### src/hdl/gpc_cfg.svh
`ifndef GPC_CFG_SVH
`define GPC_CFG_SVH

// Register indices; byte address is four times the index
`define GPC_IDX_PME       10'h03D
`define GPC_IDX_GUARD     10'h03E
`define GPC_IDX_RING      10'h03F
`define GPC_IDX_STATUS    10'h030
`define GPC_IDX_MASK      10'h031
`define GPC_IDX_DATA      10'h032

// Reset values
`define GPC_CFG_RST       8'h01
`define GPC_ZERO_RST      8'h00

// Field positions
`define GPC_BIT_DIR       0
`define GPC_BIT_POL       1
`define GPC_BIT_ALT1      2
`define GPC_ALT_HI        3
`define GPC_ALT_LO        2
`define GPC_BIT_OD        7
`define GPC_BIT_EDGE_EV   0

// Writable bits; reserved bits read as zero
`define GPC_WMASK_PME     8'h87
`define GPC_WMASK_ALT2    8'h8F
`define GPC_WMASK_EVT     8'h01
`define GPC_WMASK_DATA    8'h07

`endif

### src/hdl/gpc_pkg.sv
package gpc_pkg;

  // Two-bit alternate function codes of the second pin
  typedef enum logic [1:0] {
    GPC_ALT_GPIO  = 2'h0,
    GPC_ALT_GUARD = 2'h1,
    GPC_ALT_RSVD  = 2'h2,
    GPC_ALT_EDGE  = 2'h3
  } gpc_alt_t;

  // Third pin alternate codes
  typedef enum logic [1:0] {
    GPC_RI_GPIO  = 2'h0,
    GPC_RI_RING  = 2'h1,
    GPC_RI_RSV2  = 2'h2,
    GPC_RI_RSV3  = 2'h3
  } gpc_ri_alt_t;

endpackage

### src/hdl/gpc_top.sv
`timescale 1ns/1ps
`include "gpc_cfg.svh"

module gpc_top
  import gpc_pkg::*;
(
  input  wire logic        hclk,
  input  wire logic        hresetn,
  input  wire logic        main_reset_n,
  input  wire logic        hsel,
  input  wire logic [11:0] haddr,
  input  wire logic [1:0]  htrans,
  input  wire logic        hwrite,
  input  wire logic [2:0]  hsize,
  input  wire logic [31:0] hwdata,
  input  wire logic        hready,
  output logic             hreadyout,
  output logic             hresp,
  output logic [31:0]      hrdata,
  input  wire logic [2:0]  pin_i,
  output logic [2:0]       pin_o,
  output logic [2:0]       pin_oe,
  input  wire logic        power_event_req,
  output logic             second_port_ring_indicator_n,
  output logic             disable_reg_write_control,
  output logic             edge_irq_event,
  output logic             irq
);

  logic [7:0]  cfg_ff [3];
  logic [7:0]  nxt_cfg [3];
  logic [7:0]  status_ff;
  logic [7:0]  nxt_status;
  logic [7:0]  mask_ff;
  logic [2:0]  out_data_ff;
  logic        wr_pend_ff;
  logic [9:0]  wr_idx_ff;
  logic [31:0] hrdata_ff;
  logic        prev_lvl_ff;
  logic        edge_ev_ff;

  // Bus decode
  wire         addr_ok  = hsel & hready & htrans[1];
  wire         rd_req   = addr_ok & ~hwrite;
  wire [9:0]   rd_idx   = haddr[11:2];
  wire [7:0]   wdata    = hwdata[7:0];
  wire         wr_pme   = wr_pend_ff & (wr_idx_ff == `GPC_IDX_PME);
  wire         wr_guard = wr_pend_ff & (wr_idx_ff == `GPC_IDX_GUARD);
  wire         wr_ring  = wr_pend_ff & (wr_idx_ff == `GPC_IDX_RING);
  wire         wr_stat  = wr_pend_ff & (wr_idx_ff == `GPC_IDX_STATUS);
  wire         wr_mask  = wr_pend_ff & (wr_idx_ff == `GPC_IDX_MASK);
  wire         wr_data  = wr_pend_ff & (wr_idx_ff == `GPC_IDX_DATA);

  // Function selection per pin
  wire         pme_sel   = cfg_ff[0][`GPC_BIT_ALT1];
  gpc_alt_t    guard_alt;
  gpc_ri_alt_t ring_alt;
  assign guard_alt = gpc_alt_t'(cfg_ff[1][`GPC_ALT_HI:`GPC_ALT_LO]);
  assign ring_alt  = gpc_ri_alt_t'(cfg_ff[2][`GPC_ALT_HI:`GPC_ALT_LO]);
  wire         guard_sel = (guard_alt == GPC_ALT_GUARD);
  wire         edge_sel  = (guard_alt == GPC_ALT_EDGE);
  wire         ring_sel  = (ring_alt == GPC_RI_RING);

  // Effective direction and polarity; write guard overrides the register
  wire [2:0]   dir_in;
  wire [2:0]   pol;
  assign dir_in = {cfg_ff[2][`GPC_BIT_DIR],
                   guard_sel | cfg_ff[1][`GPC_BIT_DIR],
                   cfg_ff[0][`GPC_BIT_DIR]};
  assign pol    = {cfg_ff[2][`GPC_BIT_POL],
                   ~guard_sel & cfg_ff[1][`GPC_BIT_POL],
                   cfg_ff[0][`GPC_BIT_POL]};

  // Internal levels seen through the polarity stage
  wire [2:0]   lvl = pin_i ^ pol;

  // Value presented toward each pad; the event request is active high inside
  wire         power_event_out_n = ~power_event_req;
  wire [2:0]   pad_val;
  assign pad_val = {out_data_ff[2] ^ pol[2],
                    out_data_ff[1] ^ pol[1],
                    (pme_sel ? power_event_out_n : out_data_ff[0]) ^ pol[0]};

  // Pad drivers; open-drain only ever pulls low, so the data bit is zero
  genvar gi;
  generate
    for (gi = 0; gi < 3; gi++)
    begin : g_pad
      wire od = cfg_ff[gi][`GPC_BIT_OD];
      assign pin_o[gi]  = od ? 1'b0 : pad_val[gi];
      assign pin_oe[gi] = ~dir_in[gi] & (od ? ~pad_val[gi] : 1'b1);
    end
  endgenerate

  // Alternate inputs; inactive high when not routed
  assign second_port_ring_indicator_n = ring_sel ? lvl[2] : 1'b1;
  // High grants writes to the disable register
  assign disable_reg_write_control = ~guard_sel | ~pin_i[1];

  // Config writes: masked, locked field kept, main reset clears the field
  always_comb
  begin
    nxt_cfg[0] = cfg_ff[0];
    nxt_cfg[1] = cfg_ff[1];
    nxt_cfg[2] = cfg_ff[2];
    if (wr_pme)
      nxt_cfg[0] = wdata & `GPC_WMASK_PME;
    if (wr_guard)
    begin
      nxt_cfg[1] = wdata & `GPC_WMASK_ALT2;
      if (guard_sel)
        nxt_cfg[1][`GPC_ALT_HI:`GPC_ALT_LO] = GPC_ALT_GUARD;
    end
    if (wr_ring)
      nxt_cfg[2] = wdata & `GPC_WMASK_ALT2;
    if (!main_reset_n)
      nxt_cfg[1][`GPC_ALT_HI:`GPC_ALT_LO] = GPC_ALT_GPIO;
  end

  // Sticky status: a fresh edge wins over a simultaneous write-one clear
  always_comb
  begin
    nxt_status = status_ff;
    if (wr_stat)
      nxt_status = status_ff & ~(wdata & `GPC_WMASK_EVT);
    if (edge_ev_ff)
      nxt_status[`GPC_BIT_EDGE_EV] = 1'b1;
  end

  // Level interrupt, high while any unmasked sticky bit is set
  assign irq = |(status_ff & mask_ff);

  // Config and status registers; standby reset is the asynchronous one
  always_ff @(posedge hclk or negedge hresetn)
  begin
    if (!hresetn)
    begin
      cfg_ff[0] <= `GPC_CFG_RST;
      cfg_ff[1] <= `GPC_CFG_RST;
      cfg_ff[2] <= `GPC_CFG_RST;
      status_ff <= `GPC_ZERO_RST;
    end
    else
    begin
      cfg_ff[0] <= nxt_cfg[0];
      cfg_ff[1] <= nxt_cfg[1];
      cfg_ff[2] <= nxt_cfg[2];
      status_ff <= nxt_status;
    end
  end

  // Mask and output data registers
  always_ff @(posedge hclk or negedge hresetn)
  begin
    if (!hresetn)
    begin
      mask_ff     <= `GPC_ZERO_RST;
      out_data_ff <= 3'h0;
    end
    else
    begin
      if (wr_mask)
        mask_ff <= wdata & `GPC_WMASK_EVT;
      if (wr_data)
        out_data_ff <= wdata[2:0];
    end
  end

  // Both-edge detector; tracks always so entering the mode is glitch-free
  always_ff @(posedge hclk or negedge hresetn)
  begin
    if (!hresetn)
    begin
      prev_lvl_ff <= 1'b1; // Idle level of the pulled-up pin, no false edge
      edge_ev_ff  <= 1'b0;
    end
    else
    begin
      prev_lvl_ff <= lvl[1];
      edge_ev_ff  <= edge_sel & (lvl[1] ^ prev_lvl_ff);
    end
  end

  assign edge_irq_event = edge_ev_ff;

  // Read mux; unmapped addresses read zero
  wire [7:0] rd_byte =
    (rd_idx == `GPC_IDX_PME)    ? cfg_ff[0] :
    (rd_idx == `GPC_IDX_GUARD)  ? cfg_ff[1] :
    (rd_idx == `GPC_IDX_RING)   ? cfg_ff[2] :
    (rd_idx == `GPC_IDX_STATUS) ? status_ff :
    (rd_idx == `GPC_IDX_MASK)   ? mask_ff   :
    (rd_idx == `GPC_IDX_DATA)   ? {5'h00, lvl} : 8'h00;

  // Bus pipeline: capture address phase, act in data phase, zero wait
  always_ff @(posedge hclk or negedge hresetn)
  begin
    if (!hresetn)
    begin
      wr_pend_ff <= 1'b0;
      wr_idx_ff  <= 10'h000;
      hrdata_ff  <= 32'h0000_0000;
    end
    else
    begin
      if (hready)
      begin
        wr_pend_ff <= addr_ok & hwrite;
        wr_idx_ff  <= rd_idx;
      end
      if (rd_req)
        hrdata_ff <= {24'h00_0000, rd_byte};
    end
  end

  assign hreadyout = 1'b1;
  assign hresp     = 1'b0;
  assign hrdata    = hrdata_ff;

  // Checks
  AST_DIR_IN: assert property (@(posedge hclk) disable iff (!hresetn)
    cfg_ff[0][`GPC_BIT_DIR] |-> !pin_oe[0])
    else $error("input pin is driven");

  AST_POL_RING: assert property (@(posedge hclk) disable iff (!hresetn)
    ring_sel |-> second_port_ring_indicator_n == (pin_i[2] ^ cfg_ff[2][`GPC_BIT_POL]))
    else $error("ring indicator polarity wrong");

  AST_OD_LOW: assert property (@(posedge hclk) disable iff (!hresetn)
    cfg_ff[2][`GPC_BIT_OD] |-> !pin_o[2])
    else $error("open drain pin drives high");

  AST_PME_LOW: assert property (@(posedge hclk) disable iff (!hresetn)
    (pme_sel && cfg_ff[0][1:0] == 2'h0 && !cfg_ff[0][`GPC_BIT_OD])
      |-> pin_oe[0] && pin_o[0] == !power_event_req)
    else $error("power event not active low");

  AST_PME_OD: assert property (@(posedge hclk) disable iff (!hresetn)
    (pme_sel && cfg_ff[0][1:0] == 2'h0 && cfg_ff[0][`GPC_BIT_OD])
      |-> pin_oe[0] == power_event_req)
    else $error("open drain power event wrong");

  AST_GUARD_IN: assert property (@(posedge hclk) disable iff (!hresetn)
    guard_sel |-> !pin_oe[1] && disable_reg_write_control == !pin_i[1])
    else $error("guard pin not plain input");

  AST_LOCK: assert property (@(posedge hclk) disable iff (!hresetn)
    (guard_sel && main_reset_n) |=> guard_sel)
    else $error("locked field changed");

  AST_CLEAR: assert property (@(posedge hclk) disable iff (!hresetn)
    !main_reset_n |=> guard_alt == GPC_ALT_GPIO)
    else $error("main reset did not clear field");

  AST_RO: assert property (@(posedge hclk) disable iff (!hresetn)
    (guard_sel && pin_i[1]) |-> !disable_reg_write_control)
    else $error("disable register writable while pin high");

  AST_EDGE: assert property (@(posedge hclk) disable iff (!hresetn)
    (edge_sel && (lvl[1] != prev_lvl_ff)) |=> edge_irq_event ##1 status_ff[0])
    else $error("edge not raised as event");

  AST_NO_EDGE: assert property (@(posedge hclk) disable iff (!hresetn)
    !edge_sel |=> !edge_irq_event)
    else $error("event outside edge mode");

  // Driver and polarity checks on the first two pins, with and without the power event routed
  AST_DIR_OUT: assert property (@(posedge hclk) disable iff (!hresetn)
    (!cfg_ff[0][`GPC_BIT_DIR] && !cfg_ff[0][`GPC_BIT_OD]) |-> pin_oe[0])
    else $error("output pin not driven");

  AST_POL_DATA: assert property (@(posedge hclk) disable iff (!hresetn)
    (!pme_sel && !cfg_ff[0][`GPC_BIT_DIR] && !cfg_ff[0][`GPC_BIT_OD])
      |-> pin_o[0] == (out_data_ff[0] ^ cfg_ff[0][`GPC_BIT_POL]))
    else $error("output polarity wrong");

  AST_PP_DRIVE: assert property (@(posedge hclk) disable iff (!hresetn)
    (!guard_sel && !cfg_ff[1][`GPC_BIT_DIR] && !cfg_ff[1][`GPC_BIT_OD])
      |-> pin_oe[1] && pin_o[1] == (out_data_ff[1] ^ cfg_ff[1][`GPC_BIT_POL]))
    else $error("push-pull pin wrong");

  AST_PME_ROUTE: assert property (@(posedge hclk) disable iff (!hresetn)
    (pme_sel && !cfg_ff[0][`GPC_BIT_DIR] && !cfg_ff[0][`GPC_BIT_OD])
      |-> pin_o[0] == (!power_event_req ^ cfg_ff[0][`GPC_BIT_POL]))
    else $error("power event not routed to pin");

  AST_PME_PP: assert property (@(posedge hclk) disable iff (!hresetn)
    (pme_sel && !cfg_ff[0][`GPC_BIT_DIR] && !cfg_ff[0][`GPC_BIT_OD]) |-> pin_oe[0])
    else $error("push-pull power event not driven");

  // Alternate function checks
  AST_RSVD_QUIET: assert property (@(posedge hclk) disable iff (!hresetn)
    (guard_alt == GPC_ALT_RSVD) |=> !edge_irq_event)
    else $error("event in reserved mode");

  AST_GUARD_POL: assert property (@(posedge hclk) disable iff (!hresetn)
    guard_sel |-> dir_in[1] && !pol[1])
    else $error("guard pin not forced to plain input");

  AST_LOCK_WR: assert property (@(posedge hclk) disable iff (!hresetn)
    (wr_guard && guard_sel && main_reset_n) |=> guard_alt == GPC_ALT_GUARD)
    else $error("write changed locked field");

  AST_FREE_RW: assert property (@(posedge hclk) disable iff (!hresetn)
    !guard_sel |-> disable_reg_write_control)
    else $error("disable register locked without guard");

  AST_GUARD_RW: assert property (@(posedge hclk) disable iff (!hresetn)
    (guard_sel && !pin_i[1]) |-> disable_reg_write_control)
    else $error("disable register locked while pin low");

  AST_RING_IDLE: assert property (@(posedge hclk) disable iff (!hresetn)
    !ring_sel |-> second_port_ring_indicator_n)
    else $error("ring indicator active while not routed");

  // Event path checks
  AST_STICKY: assert property (@(posedge hclk) disable iff (!hresetn)
    (status_ff[`GPC_BIT_EDGE_EV] && !wr_stat) |=> status_ff[`GPC_BIT_EDGE_EV])
    else $error("status bit lost without a clear");

  AST_IRQ_LVL: assert property (@(posedge hclk) disable iff (!hresetn)
    (status_ff[`GPC_BIT_EDGE_EV] && mask_ff[`GPC_BIT_EDGE_EV]) |-> irq)
    else $error("unmasked event without interrupt");

  COV_LOCK:  cover property (@(posedge hclk) disable iff (!hresetn)
    !guard_sel ##1 guard_sel);
  COV_EDGE:  cover property (@(posedge hclk) disable iff (!hresetn)
    edge_irq_event ##1 irq);
  COV_PME:   cover property (@(posedge hclk) disable iff (!hresetn)
    pme_sel && pin_oe[0]);
  COV_CLR:   cover property (@(posedge hclk) disable iff (!hresetn)
    wr_stat && edge_ev_ff);
  COV_RING:  cover property (@(posedge hclk) disable iff (!hresetn)
    ring_sel && !second_port_ring_indicator_n);

endmodule

### config.mk
export PLATFORM = sky130hd
export DESIGN_NAME = gpc_top
export DESIGN_NICKNAME = d
export VERILOG_FILES = /design/src/hdl/gpc_pkg.sv /design/src/hdl/gpc_top.sv
export VERILOG_INCLUDE_DIRS = /design/src /design/src/hdl
export SDC_FILE = /design/constraint.sdc
export NUM_CORES = 1
export LEC_CHECK = 0
export BUFFER_PORTS_ARGS = -buffer_cell sky130_fd_sc_hd__buf_2
export CORE_MARGIN = 3
export CORE_UTILIZATION = 46
export CTS_CLUSTER_DIAMETER = 50
export DETAILED_ROUTE_END_ITERATION = 12
export PLACE_DENSITY = 0.9
export SETUP_SLACK_MARGIN = 0.4
export SYNTH_ARGS = -nofsm -noshare
export SYNTH_HDL_FRONTEND = slang
export SYNTH_SLANG_ARGS = --single-unit
### constraint.sdc
create_clock -name hclk -period 2.1 [get_ports hclk]
set_input_delay 0.525 -clock hclk [delete_from_list [all_inputs] [get_ports hclk]]
set_output_delay 0.525 -clock hclk [all_outputs]
set_load 0.02 [all_outputs]
==> out/qor.txt <==
DR iter-0 viols = 106
# placed instances = 281
Slew Limit Fails = 0
Tcrit/Tclk final = 89.7%
Yosys top cell area share = 39.5%
number of diodes = 0
sw frac = 28.5%
fmax = 0.531 GHz
Rows = 23
area added between synthesis and finish = 26.0%
Ports = 103
number of synthesized flops with an enable pin = 0
class of the most critical setup path = flop to flop
first-pass GRT wire length = 7870 um
CTS buffer count = 5
Leakage = 0.00126 uW
Startpoint Class = flop
Worst Path Required = 2.28 ns
Initial Util = 49.8%
Via Count = 1641
Die Span Y = 73.5 um
sequential power share = 52.4%
Synth area leader = dfrtp_1
Yosys cell types = 45
slew at the pin with the worst max-slew slack = 0.818 ns
die area = 5400 sq um
PD cells = 572 nW/um^2
total track usage = 19.5%
post-synthesis average cell area = 10.7 sq um
Synth Cell Area = 2090 sq um
Worst Setup End Kind = flop
clock skew = 0.00503 ns
P_sw = 430 uW
clk slew on worst S/H paths = 0.07 ns
Worst EP arrival = 2.06 ns
share of post-route cells with drive strength above 1 = 47.3%
first drt pass iteration count = 4
nets@finish = 314
status = completed
relative slew slack = 45.5%
top post-synthesis cells by area = dfrtp_1 (39%), buf_4 (10%), mux2_2 (8.1%), mux2_4 (6.5%), dfstp_2 (5.0%)
Post-Syn Instances = 195
setup TNS = 0 ns
Yosys reg bits = 37
YS warnings = 0
Clock Power Share = 31.6%
CP cell instances = nor4_4, and3_4, nand2_4, or3_4, mux2_4
DP Area = 2240 sq um
CTS tree = done
clk_lat worst skew = 0.29 ns
CTS Sinks = 37
worst stage delay on the critical path = 0.43 ns
Top FF cell, synth = dfrtp_1
core area = 4200 sq um
Seq/Total Area, Yosys = 44.5%
root buf cell = clkbuf_8
RSZ-0062 raised after global routing = yes
vias per cell = 5.36
Port Buffers = 40
asr flop ratio synth = 100%
CP Max Fanout = 4
DRT Wirelength = 5190 um
worst hold-check path type = input port to async pin
Routed Antenna Nets = 0
clock buffer depth = 2
largest net degree at the start of global routing = 38
slowest cell on the critical path = or3_4
# setup viols final = 0
Comb pwr share = 16.0%
initial antenna violation count = 0
crit path time final = 1.88 ns
VDD IR max = 0.431 mV
internal power = 1080 uW
Post-route DRC = 0
Max Cap Viol = 0
final instance area = 2640 sq um
dpl hpwl = 3480 um
number of H-tree levels = 2
vias in the first global route = 1573
Core Util, Final = 62.8%
hold violation count in the final report = 0
fin cells = 306
Chip Width = 73.5 um
placer congestion estimate = 0.870
Avg WL per Cell = 16.9 um
GRT overflow = 0
Worst Reg-to-Reg Cells = 5
## power groups by stage
stage / Sequential, uW / Clock, uW / Combinational, uW
2_1_floorplan: 784 / 0 / 177
3_3_place_gp: 789 / 0 / 201
3_5_place_dp: 792 / 0 / 208
4_1_cts: 781 / 482 / 220
5_1_grt: 795 / 511 / 264
6_report: 791 / 476 / 242
## area by class of cell
type,count,area (sq um)
timing repair buffer,59,370
tap,50,62.6
fill,317,1560
sequential,37,933
multi-input combinational,147,1170
clock buffer,8,80.1
inverter,5,18.8
## layout by cell type (no fill, tap or decap), drive strengths merged
cell type   n
nor2b       3
nand4b      1
clkbuf      8
and2        2
a31o        1
or3         1
o221a       1
a22o        1
o31ai       2
a21oi       4
nand2b      2
dfstp       4
nor2       13
or2         2
buf        59
mux2       27
o41ai       1
nand3b      1
a221oi      1
nor4        6
conb       29
a31oi       2
a21o        1
nand4       4
a211oi      1
dfrtp      33
mux2i       2
nor3        3
and4        1
inv         5
xnor2       4
o21ai       4
xor2        4
o211ai      2
nand2      11
nand3       6
and3        3
o311ai      1
## logic make-up (layout without fill, tap and decap cells)
logic type / count (synthesis) / count (layout) / synth area share (%)
muxes: 29 / 29 / 17.1
buffers and inverters: 38 / 72 / 12.1
and+or+nand+nor: 59 / 59 / 15.3
other: 2 / 29 / 0.359
AOI/OAI and AO/OA: 22 / 22 / 7.29
xor gates and xnor gates: 8 / 8 / 3.35
DFF: 37 / 37 / 44.5
## cell usage after synthesis (2+ instances only)
master and n:
mux2_1 3, conb_1 2, xor2_1 4, o211ai_1 2, nand3_1 6, nor4_1 5
o31ai_1 2, a21oi_1 4, and3_1 3, nand2_1 11, o21ai_0 4, nor3_1 2
dfstp_2 4, inv_1 5, nand4_1 4, and2_1 2, nor2_1 13, dfrtp_1 33
mux2i_1 2, buf_2 2, nor2b_1 3, mux2_2 15, mux2_4 9, nand2b_1 2
xnor2_1 4, buf_4 29, a31oi_1 2
## critical path: cells and delay by family, from the launching register on
| family | cells | cell delay [ns] |
|---|---|---|
| and+or+nand+nor | 4 | 1.04 |
| DFF | 1 | 0.41 |
| muxes | 1 | 0.32 |
## repair_timing
item / in CTS / in global routing
pin swaps: 8 / 9
setup buffers: 13 / 4
hold buffers: 0 / 0
endpoints found under the setup margin: 24 / 28
resized for setup: 19 / 27
## sequential cells by signal (all words and copies together), names as in the netlist
register,cells
mask_ff,1
out_data_ff,3
wr_idx_ff,10
wr_pend_ff,1
prev_lvl_ff,1
hrdata,5
status_ff,1
cfg_ff,14
edge_irq_event,1
## per-stage QoR
| step | worst slack [ns] | hold WS, ns | power (uW) |
|---|---|---|---|
| after floorplan | 0.403 | 0.229 | 961 |
| after global placement | 0.151 | 0.438 | 990 |
| after detailed placement | 0.139 | 0.454 | 1000 |
| after CTS | 0.220 | 0.347 | 1480 |
| after global routing | 0.111 | 0.388 | 1570 |
| final | 0.216 | 0.325 | 1510 |
## final timing paths
path | from | to | slack [ns]
setup reg to reg | wr_idx_ff[8] | cfg_ff[18] | 0.22
hold / removal | hresetn | hrdata[0] | 0.32
min in group hclk | pin_i[1] | prev_lvl_ff | 0.46
hold reg to reg | edge_irq_event | status_ff[0] | 0.47
max in group asynchronous | hresetn | cfg_ff[1] | 1.21
setup / recovery | wr_idx_ff[8] | cfg_ff[18] | 0.22
## metal layers
layer | up-vias | part of all wire [%] | track usage [%] | wire length [um]
met5 | - | 0 | 0 | 0
met4 | 0 | 2.1 | 8.25 | 107
met3 | 11 | 7.7 | 5.75 | 399
met2 | 87 | 50 | 30.5 | 2620
met1 | 794 | 40 | 25.0 | 2060
li1 | 749 | - | - | -
Note: power is estimated with default switching activity, not from simulation.
